===== config.mk =====
export PLATFORM = sky130hd
export DESIGN_NAME = nicd_host
export DESIGN_NICKNAME = d
export VERILOG_FILES = /design/src/rtl/nicd_pkg.sv /design/src/rtl/nicd_timer.sv /design/src/rtl/nicd_host.sv
export SDC_FILE = /design/constraint.sdc
export NUM_CORES = 1
export LEC_CHECK = 0
export BUFFER_PORTS_ARGS = -buffer_cell sky130_fd_sc_hd__buf_2
export CAP_MARGIN = 20
export CORE_MARGIN = 2
export CORE_UTILIZATION = 57
export DETAILED_ROUTE_END_ITERATION = 10
export HOLD_SLACK_MARGIN = 0.03
export PLACE_DENSITY = 0.85
export SLEW_MARGIN = 15
export SYNTH_ARGS = -nofsm -noshare
export SYNTH_HDL_FRONTEND = slang
export SYNTH_SLANG_ARGS = --single-unit

===== constraint.sdc =====
create_clock -name ref_clk -period 3.35 [get_ports ref_clk]
set_input_delay 0.67 -clock ref_clk [delete_from_list [all_inputs] [get_ports ref_clk]]
set_output_delay 0.67 -clock ref_clk [all_outputs]
set_load 0.05 [all_outputs]

===== src/rtl/nicd_pkg.sv =====
// Purpose: constants for the host-side nand init and command sequencer
// Assumes: ref_clk at 100 MHz; nand pins decoded combinationally from flip-flop state
// Notes:   opcodes, command kinds and timing counts live here
package nicd_pkg;

    // ----------------------------------------------------------------
    // opcodes
    // ----------------------------------------------------------------
    localparam logic [7:0] OP_RESET     = 8'hFF;
    localparam logic [7:0] OP_READ_ID   = 8'h90;
    localparam logic [7:0] OP_PARAM     = 8'hEC;
    localparam logic [7:0] OP_UID       = 8'hED;
    localparam logic [7:0] OP_GET_FEAT  = 8'hEE;
    localparam logic [7:0] OP_SET_FEAT  = 8'hEF;
    localparam logic [7:0] OP_STATUS    = 8'h70;
    localparam logic [7:0] OP_STATUS_EN = 8'h78;
    localparam logic [7:0] OP_RND_READ  = 8'h05;
    localparam logic [7:0] OP_RND_CONF  = 8'hE0;
    localparam logic [7:0] OP_RND_INPUT = 8'h85;
    localparam logic [7:0] OP_READ      = 8'h00;
    localparam logic [7:0] OP_READ_CONF = 8'h30;
    localparam logic [7:0] OP_CACHE_SEQ = 8'h31;
    localparam logic [7:0] OP_CACHE_END = 8'h3F;
    localparam logic [7:0] OP_PROG      = 8'h80;
    localparam logic [7:0] OP_PROG_CONF = 8'h10;
    localparam logic [7:0] OP_NONE      = 8'h00;

    // status bit that mirrors the ready flag of the unit
    localparam int STAT_RDY_BIT = 6;

    // ----------------------------------------------------------------
    // command kinds the user may request
    // ----------------------------------------------------------------
    typedef enum logic [3:0] {
        NICD_CMD_RESET      = 4'h0,
        NICD_CMD_READ_ID    = 4'h1,
        NICD_CMD_PARAM      = 4'h2,
        NICD_CMD_UID        = 4'h3,
        NICD_CMD_GET_FEAT   = 4'h4,
        NICD_CMD_SET_FEAT   = 4'h5,
        NICD_CMD_STATUS     = 4'h6,
        NICD_CMD_STATUS_EN  = 4'h7,
        NICD_CMD_RND_READ   = 4'h8,
        NICD_CMD_RND_INPUT  = 4'h9,
        NICD_CMD_READ_PAGE  = 4'hA,
        NICD_CMD_PROG_PAGE  = 4'hB,
        NICD_CMD_CACHE_RND  = 4'hC,
        NICD_CMD_CACHE_SEQ  = 4'hD,
        NICD_CMD_CACHE_END  = 4'hE,
        NICD_CMD_NOP        = 4'hF
    } nicd_cmd_type;

    // ----------------------------------------------------------------
    // timing
    // ----------------------------------------------------------------
    localparam int CLK_MHZ        = 100;
    localparam int T_RB_VALID_US  = 50;   // from start of supply ramp
    localparam int T_NO_RB_US     = 100;  // wait when ready/busy is not watched
    localparam int T_RST_BUSY_US  = 1000; // reset busy, 1 ms
    localparam int RB_VALID_CYC   = T_RB_VALID_US * CLK_MHZ;
    localparam int NO_RB_CYC      = T_NO_RB_US * CLK_MHZ;
    localparam int RST_BUSY_CYC   = T_RST_BUSY_US * CLK_MHZ;
    // cycles of each strobe phase, low and high; 30 ns write cycle fits in two
    localparam int STROBE_PH_CYC  = 2;

endpackage


===== src/rtl/nicd_timer.sv =====
// Purpose: down-counting wait timer used by the sequencer
// Assumes: load and count share the one clock
// Notes:   done is high while the count is zero
`timescale 1ns/1ps
module nicd_timer #(
    parameter int WIDTH = 24
) (
    // clock and reset
    input  wire logic             ref_clk,
    input  wire logic             sys_rst,
    // control
    input  wire logic             load,
    input  wire logic [WIDTH-1:0] load_value,
    // state
    output logic                  done
);
    logic [WIDTH-1:0] count;
    logic [WIDTH-1:0] next_count;

    always_comb begin
        next_count = count;
        if (load) begin
            next_count = load_value;
        end else if (count != '0) begin
            next_count = count - WIDTH'(1);
        end
    end

    always_ff @(posedge ref_clk) begin
        if (sys_rst) begin
            count <= '0;
        end else begin
            count <= next_count;
        end
    end

    assign done = (count == '0);
endmodule


===== src/rtl/nicd_host.sv =====
// Purpose: host controller: power-on init, first reset and command sequencing
// Assumes: supply ramp start coincides with release of sys_rst; ready/busy
//          arrives synchronous to ref_clk, high when ready
// Notes:   one byte per strobe cycle; data bytes come from the user one at a time
`timescale 1ns/1ps
module nicd_host
    import nicd_pkg::*;
#(
    parameter int RB_VALID_CYCLES = RB_VALID_CYC,
    parameter int NO_RB_CYCLES    = NO_RB_CYC,
    parameter int RST_BUSY_CYCLES = RST_BUSY_CYC,
    parameter int SET_FEAT_BYTES  = 4
) (
    // clock and reset
    input  wire logic                ref_clk,
    input  wire logic                sys_rst,
    // strategy: poll ready/busy pin when high, except in the timed first reset wait; else poll status byte
    input  wire logic                use_rb_pin,
    // user request
    input  wire logic                req_valid,
    output logic                     req_ready,
    input  wire nicd_pkg::nicd_cmd_type req_cmd,
    input  wire logic [39:0]         req_addr,
    input  wire logic [7:0]          req_data,
    output logic                     data_take,
    input  wire logic [7:0]          data_count,
    output logic                     init_done,
    output logic                     busy_reject,
    // nand pins
    output logic                     chip_en_n,
    output logic                     cmd_latch,
    output logic                     addr_latch,
    output logic                     write_strobe_n,
    output logic                     read_strobe_n,
    output logic                     write_prot_n,
    output logic [7:0]               io_out,
    output logic                     io_oe,
    input  wire logic [7:0]          io_in,
    input  wire logic                ready_busy
);
    import nicd_pkg::*;

    typedef enum logic [3:0] {
        NICD_S_POWER   = 4'h0,
        NICD_S_IDLE    = 4'h1,
        NICD_S_CMD1    = 4'h2,
        NICD_S_ADDR    = 4'h3,
        NICD_S_DATA    = 4'h4,
        NICD_S_CMD2    = 4'h5,
        NICD_S_WAIT    = 4'h6,
        NICD_S_POLLCMD = 4'h7,
        NICD_S_POLLRD  = 4'h8
    } nicd_state_type;

    // ----------------------------------------------------------------
    // decode of a command kind into its bus shape
    // ----------------------------------------------------------------
    function automatic logic [7:0] op1_of(nicd_cmd_type c);
        case (c)
            NICD_CMD_RESET:     op1_of = OP_RESET;
            NICD_CMD_READ_ID:   op1_of = OP_READ_ID;
            NICD_CMD_PARAM:     op1_of = OP_PARAM;
            NICD_CMD_UID:       op1_of = OP_UID;
            NICD_CMD_GET_FEAT:  op1_of = OP_GET_FEAT;
            NICD_CMD_SET_FEAT:  op1_of = OP_SET_FEAT;
            NICD_CMD_STATUS:    op1_of = OP_STATUS;
            NICD_CMD_STATUS_EN: op1_of = OP_STATUS_EN;
            NICD_CMD_RND_READ:  op1_of = OP_RND_READ;
            NICD_CMD_RND_INPUT: op1_of = OP_RND_INPUT;
            NICD_CMD_PROG_PAGE: op1_of = OP_PROG;
            NICD_CMD_CACHE_SEQ: op1_of = OP_CACHE_SEQ;
            NICD_CMD_CACHE_END: op1_of = OP_CACHE_END;
            default:            op1_of = OP_READ;
        endcase
    endfunction

    function automatic logic [2:0] naddr_of(nicd_cmd_type c);
        case (c)
            NICD_CMD_READ_ID, NICD_CMD_PARAM, NICD_CMD_UID,
            NICD_CMD_GET_FEAT, NICD_CMD_SET_FEAT: naddr_of = 3'h1;
            NICD_CMD_STATUS_EN:                   naddr_of = 3'h3;
            NICD_CMD_RND_READ, NICD_CMD_RND_INPUT: naddr_of = 3'h2;
            NICD_CMD_READ_PAGE, NICD_CMD_PROG_PAGE,
            NICD_CMD_CACHE_RND:                   naddr_of = 3'h5;
            default:                              naddr_of = 3'h0;
        endcase
    endfunction

    function automatic logic [7:0] op2_of(nicd_cmd_type c);
        case (c)
            NICD_CMD_RND_READ:  op2_of = OP_RND_CONF;
            NICD_CMD_READ_PAGE: op2_of = OP_READ_CONF;
            NICD_CMD_PROG_PAGE: op2_of = OP_PROG_CONF;
            NICD_CMD_CACHE_RND: op2_of = OP_CACHE_SEQ;
            default:            op2_of = OP_NONE;
        endcase
    endfunction

    function automatic logic has_op2(nicd_cmd_type c);
        has_op2 = (c == NICD_CMD_RND_READ) || (c == NICD_CMD_READ_PAGE) ||
                  (c == NICD_CMD_PROG_PAGE) || (c == NICD_CMD_CACHE_RND);
    endfunction

    // ----------------------------------------------------------------
    // state
    // ----------------------------------------------------------------
    nicd_state_type state, next_state;
    nicd_cmd_type   cmd, next_cmd;
    logic [39:0]    addr, next_addr;
    logic [2:0]     acnt, next_acnt;
    logic [7:0]     dcnt, next_dcnt;
    logic [1:0]     ph, next_ph;       // strobe phase counter
    logic           strobe_lo, next_strobe_lo;
    logic           first_done, next_first_done;
    logic           init, next_init;
    logic           reject, next_reject;
    logic [7:0]     obyte, next_obyte;
    logic           pow_armed, next_pow_armed;
    logic [23:0]    pow_age, next_pow_age;     // cycles spent in the power wait
    logic           stat_rdy, next_stat_rdy;   // ready bit of the last status byte
    logic           t_load;
    logic [23:0]    t_value;
    logic           t_done;
    logic           strobe_end;

    nicd_timer #(.WIDTH(24)) u_timer (
        .ref_clk    (ref_clk),
        .sys_rst    (sys_rst),
        .load       (t_load),
        .load_value (t_value),
        .done       (t_done)
    );

    // a strobe cycle ends when the high phase has run its length
    assign strobe_end = !strobe_lo && (ph == 2'(STROBE_PH_CYC - 1));

    always_comb begin
        next_state      = state;
        next_cmd        = cmd;
        next_addr       = addr;
        next_acnt       = acnt;
        next_dcnt       = dcnt;
        next_first_done = first_done;
        next_init       = init;
        next_reject     = 1'b0;
        next_obyte      = obyte;
        next_stat_rdy   = stat_rdy;
        next_ph         = (ph == 2'(STROBE_PH_CYC - 1)) ? 2'h0 : ph + 2'h1;
        next_strobe_lo  = (ph == 2'(STROBE_PH_CYC - 1)) ? !strobe_lo : strobe_lo;
        t_load          = 1'b0;
        t_value         = '0;
        case (state)
            NICD_S_POWER: begin
                // wait loaded once after reset, pin-valid or blind length
                if (!pow_armed) begin
                    t_load  = 1'b1;
                    t_value = 24'(use_rb_pin ? RB_VALID_CYCLES : NO_RB_CYCLES);
                end else if (t_done && (!use_rb_pin || ready_busy)) begin
                    next_cmd   = NICD_CMD_RESET;
                    next_state = NICD_S_CMD1;
                    next_ph    = 2'h0;
                    next_strobe_lo = 1'b1;
                end
            end
            NICD_S_IDLE: begin
                next_ph = 2'h0;
                next_strobe_lo = 1'b1;
                if (req_valid) begin
                    // a busy target takes only reset and status
                    if (!ready_busy && req_cmd != NICD_CMD_RESET &&
                        req_cmd != NICD_CMD_STATUS && req_cmd != NICD_CMD_STATUS_EN) begin
                        next_reject = 1'b1;
                    end else if (req_cmd != NICD_CMD_NOP) begin
                        next_cmd   = req_cmd;
                        next_addr  = req_addr;
                        next_dcnt  = (req_cmd == NICD_CMD_SET_FEAT) ?
                                     8'(SET_FEAT_BYTES) : data_count;
                        next_state = NICD_S_CMD1;
                    end
                end
            end
            NICD_S_CMD1: begin
                next_obyte = op1_of(cmd);
                if (strobe_end) begin
                    next_acnt = naddr_of(cmd);
                    if (cmd == NICD_CMD_RESET) begin
                        next_first_done = 1'b1;
                        t_load = 1'b1;
                        t_value = 24'(RST_BUSY_CYCLES);
                        next_state = NICD_S_WAIT;
                    end else if (naddr_of(cmd) != 3'h0) begin
                        next_state = NICD_S_ADDR;
                    end else begin
                        next_state = NICD_S_IDLE;
                    end
                end
            end
            NICD_S_ADDR: begin
                next_obyte = addr[7:0];
                if (strobe_end) begin
                    next_addr = {8'h00, addr[39:8]};
                    next_acnt = acnt - 3'h1;
                    if (acnt == 3'h1) begin
                        if ((cmd == NICD_CMD_SET_FEAT || cmd == NICD_CMD_PROG_PAGE ||
                             cmd == NICD_CMD_RND_INPUT) && dcnt != 8'h00)
                            next_state = NICD_S_DATA;
                        else if (has_op2(cmd))
                            next_state = NICD_S_CMD2;
                        else
                            next_state = NICD_S_IDLE;
                    end
                end
            end
            NICD_S_DATA: begin
                next_obyte = req_data;
                if (strobe_end) begin
                    next_dcnt = dcnt - 8'h01;
                    if (dcnt == 8'h01)
                        next_state = has_op2(cmd) ? NICD_S_CMD2 : NICD_S_IDLE;
                end
            end
            NICD_S_CMD2: begin
                next_obyte = op2_of(cmd);
                if (strobe_end)
                    next_state = NICD_S_IDLE;
            end
            NICD_S_WAIT: begin
                // the timer bounds the wait; once init is set, the ready/busy pin may end it early
                next_ph = 2'h0;
                next_strobe_lo = 1'b1;
                if (t_done || (use_rb_pin && ready_busy && ph == 2'h0 && init))
                    next_state = use_rb_pin ? NICD_S_IDLE : NICD_S_POLLCMD;
                if (t_done && use_rb_pin)
                    next_init = 1'b1;
            end
            NICD_S_POLLCMD: begin
                next_obyte = OP_STATUS;
                if (strobe_end)
                    next_state = NICD_S_POLLRD;
            end
            NICD_S_POLLRD: begin
                // take the byte while the read strobe is low; the bus is released after
                if (strobe_lo && ph == 2'(STROBE_PH_CYC - 1))
                    next_stat_rdy = io_in[STAT_RDY_BIT];
                if (strobe_end) begin
                    if (stat_rdy) begin
                        next_init  = 1'b1;
                        next_state = NICD_S_IDLE;
                    end else begin
                        next_state = NICD_S_POLLCMD;
                    end
                end
            end
            default: next_state = NICD_S_IDLE;
        endcase
    end

    always_ff @(posedge ref_clk) begin
        if (sys_rst) begin
            state      <= NICD_S_POWER;
            cmd        <= NICD_CMD_NOP;
            addr       <= '0;
            acnt       <= 3'h0;
            dcnt       <= 8'h00;
            ph         <= 2'h0;
            strobe_lo  <= 1'b1;
            first_done <= 1'b0;
            init       <= 1'b0;
            reject     <= 1'b0;
            obyte      <= 8'h00;
            stat_rdy   <= 1'b0;
        end else begin
            state      <= next_state;
            cmd        <= next_cmd;
            addr       <= next_addr;
            acnt       <= next_acnt;
            dcnt       <= next_dcnt;
            ph         <= next_ph;
            strobe_lo  <= next_strobe_lo;
            first_done <= next_first_done;
            init       <= next_init;
            reject     <= next_reject;
            obyte      <= next_obyte;
            stat_rdy   <= next_stat_rdy;
        end
    end

    // power-on wait: load once in the cycle after reset
    always_comb begin
        next_pow_armed = 1'b1;
        next_pow_age   = pow_age;
        if (state == NICD_S_POWER && pow_age != '1)
            next_pow_age = pow_age + 24'h1;
    end
    always_ff @(posedge ref_clk) begin
        if (sys_rst) begin
            pow_armed <= 1'b0;
            pow_age   <= '0;
        end else begin
            pow_armed <= next_pow_armed;
            pow_age   <= next_pow_age;
        end
    end

    // ----------------------------------------------------------------
    // pins; asynchronous mode is default, nothing selects it
    // ----------------------------------------------------------------
    logic active;
    assign active         = (state == NICD_S_CMD1) || (state == NICD_S_ADDR) ||
                            (state == NICD_S_DATA) || (state == NICD_S_CMD2) ||
                            (state == NICD_S_POLLCMD) || (state == NICD_S_POLLRD);
    assign chip_en_n      = !active;
    assign cmd_latch      = (state == NICD_S_CMD1) || (state == NICD_S_CMD2) ||
                            (state == NICD_S_POLLCMD);
    assign addr_latch     = (state == NICD_S_ADDR);
    assign write_strobe_n = !(active && state != NICD_S_POLLRD && strobe_lo);
    assign read_strobe_n  = !(state == NICD_S_POLLRD && strobe_lo);
    assign write_prot_n   = init;   // hold write protect until init completes
    assign io_out         = obyte;
    assign io_oe          = active && (state != NICD_S_POLLRD);
    assign req_ready      = (state == NICD_S_IDLE);
    assign data_take      = (state == NICD_S_DATA) && strobe_end;
    assign init_done      = init;
    assign busy_reject    = reject;
endmodule


==> metrics.cfg <==
[setup_path]
arrival_ps=3180
start_kind=register
cp_slowest_cell=or4_1
crit_fanout=6
crit_path_max_incr_delay_ps=680
cp_cell_sequence=or4_1, nor4_4, and3_1, o21bai_1, a211o_1, ha_1, mux2i_1, o221a_1
crit_type=register to register
path_buf_inv=0
cp_top_family=simple AND/OR/NAND/NOR gates
end_kind=register
required_ps=3650

[die]
die_x_um=104
core_um2=9770
rows=36
die_h_um=104
initial_core_util_pct=58.5
num_io_pins=92
die-area_um2=10800

[timing]
hold_violations=0
setup_slack_ps=465
worst-slew-pin-transition_ps=896
maxSlewHeadroom_pct=39.5
tns_ps=0
setup_viol=0
finalMaxSlewViolations=0
whs_ps=455
rsz0062_at_grt=no
period_share_pct=86.1
fmax_mhz=347
fin_skew_ps=16.5
period_minus_slack_ps=2890

[placed_design]
pre_cts_ws_ps=186
placed_area_um2=6260
place_hpwl_um=10700
portBuffers=84
dp_cells=900
routabilityCongestion=0.939

[synth]
synth.ff_latch_count=109
synthesis.instances=714
yosys_warnings=0
synth.cell_area_um2=5720
synth_cell_type_count=71
synthFlopType=dfxtp_1
syn_avg_cell_area_um2=8.01
synthArstFlopShare_pct=0
synth_nets=803
yosysSeqAreaShare_pct=38.2
synth-edff-count=0

[pwr]
comb_power_share_pct=44.6
peakVddDrop_v=0.000537
p_total_mw=4.57
p_leak_nw=2.63
seq_power_share_pct=39.1
p_sw_share_pct=42.5
power_density_nw_per_um2=712
power.internal_mw=2.63
p_switching_mw=1.94
clock_power_share_pct=16.2

[finish]
layout_commonest_cell=dfxtp_1
fin_nets=867
post-route-util_pct=65.7
final_cells=915
n_antenna_cell=0
design_area_um2=6430
syn_to_final_growth_pct=12.4
layout_common_cells=109 x dfxtp_1, 104 x nand2_1, 102 x nor2_1
final_layout_size_suffix_gt1_share_pct=16.9

[routing]
ant_nets=0
wirelength_um=15200
wl_per_cell_um=16.6
drc=0
vias=5634
viasPerCell=6.16
dr.first_iter.drc_count=456
first_pass_iters=6

[grt]
use_met1_pct=35.2
grt_max_degree=81
top_usage_layer=met2
antenna_found_initial=0
grtUsageMet2_pct=46.0
grt_pass1_wl_um=24900
overflow=0
grt_pass1_vias=5271
globalRouteMet3Util_pct=6.83
grt_use_total_pct=27.9

[clock_tree]
clockBufferDepth=2
cts_setup_buffers=0
clkSinkCount=109
cts_tree=yes
clk_pin_slew_worst_paths_ps=100
clockRootBuffer=clkbuf_8
hold_buffers=0
cts_buffers=9
clock_latency_ps=390
htree_num_levels=3
ctsResizeCount=0

[run]
max-cap-violations=0

[min_path]
hold_class=register to register

[outcome]
status=completed

==> power groups by stage <==
stage | clock network [mW] | registers, mW | logic, mW
2_1_floorplan | 0 | 1.80 | 1.50
3_3_place_gp | 0 | 1.79 | 1.92
3_5_place_dp | 0 | 1.81 | 1.99
4_1_cts | 0.751 | 1.78 | 2.01
5_1_grt | 0.806 | 1.82 | 2.23
6_report | 0.742 | 1.79 | 2.04
==> final timing paths <==
kind / slack [ps] / endpoint / depth (start not counted) / from
hold / removal: 450 / io_out[5] / 2 / io_out[5]
setup / recovery: 460 / register / 8 / u_timer.count[9]
setup reg to reg: 460 / register / 8 / u_timer.count[9]
hold reg to reg: 450 / io_out[5] / 2 / io_out[5]
==> synthesized netlist by cell type (4+ instances only) <==
cell type | number | area share (%)
a211o_1 | 5 | 0.77
a211oi_1 | 10 | 1.3
a21o_1 | 4 | 0.53
a21oi_1 | 31 | 2.7
a222oi_1 | 4 | 0.70
a22oi_1 | 6 | 0.79
a311oi_1 | 36 | 5.5
a31oi_1 | 16 | 1.8
and2_1 | 5 | 0.55
and3_1 | 5 | 0.55
buf_1 | 4 | 0.26
clkbuf_1 | 39 | 2.6
dfxtp_1 | 109 | 38
ha_1 | 16 | 3.5
inv_1 | 21 | 1.4
mux2i_1 | 9 | 1.6
nand2_1 | 104 | 6.8
nand2b_1 | 6 | 0.66
nand3_1 | 9 | 0.79
nand3b_1 | 4 | 0.53
nor2_1 | 102 | 6.7
nor2b_1 | 13 | 1.4
nor3_1 | 19 | 1.7
nor3b_1 | 4 | 0.53
nor4_1 | 9 | 0.98
o21ai_0 | 20 | 1.8
o22ai_1 | 4 | 0.44
or3_1 | 6 | 0.66
or4_1 | 6 | 0.79
xnor2_1 | 16 | 2.5
xor2_1 | 7 | 1.1
==> cell families after synthesis <==
| kind of cell | synth area share [%] |
|---|---|
| AO/OA/AOI/OAI | 22.3 |
| multiplexers | 1.97 |
| adder cells (fa/ha/maj) | 3.50 |
| AND/OR/NAND/NOR | 25.8 |
| XOR/XNOR | 3.52 |
| flip-flops | 38.2 |
| buffers and inverters | 4.73 |
==> final cells by class <==
class	instances	area, um2
fill	853	3350
clock inverter	6	45.0
sequential	109	2180
tap	133	166
inverter	23	86.3
multi-input combinational	535	3280
timing repair buffer	100	541
clock buffer	9	124
==> tightest hold or removal path, stage by stage, from the launching register on <==
cell and delay, ps:
dfxtp_1 320, nand2_1 50, a21oi_1 50
==> layer usage <==
metal	share of wire [%]	vias to the layer above	wire length, um
met5	0	-	0
met4	2.6	0	389
met3	6.8	33	1040
met2	48	242	7310
met1	43	2666	6500
li1	-	2693	-
Power figures use the tool's default switching activity.
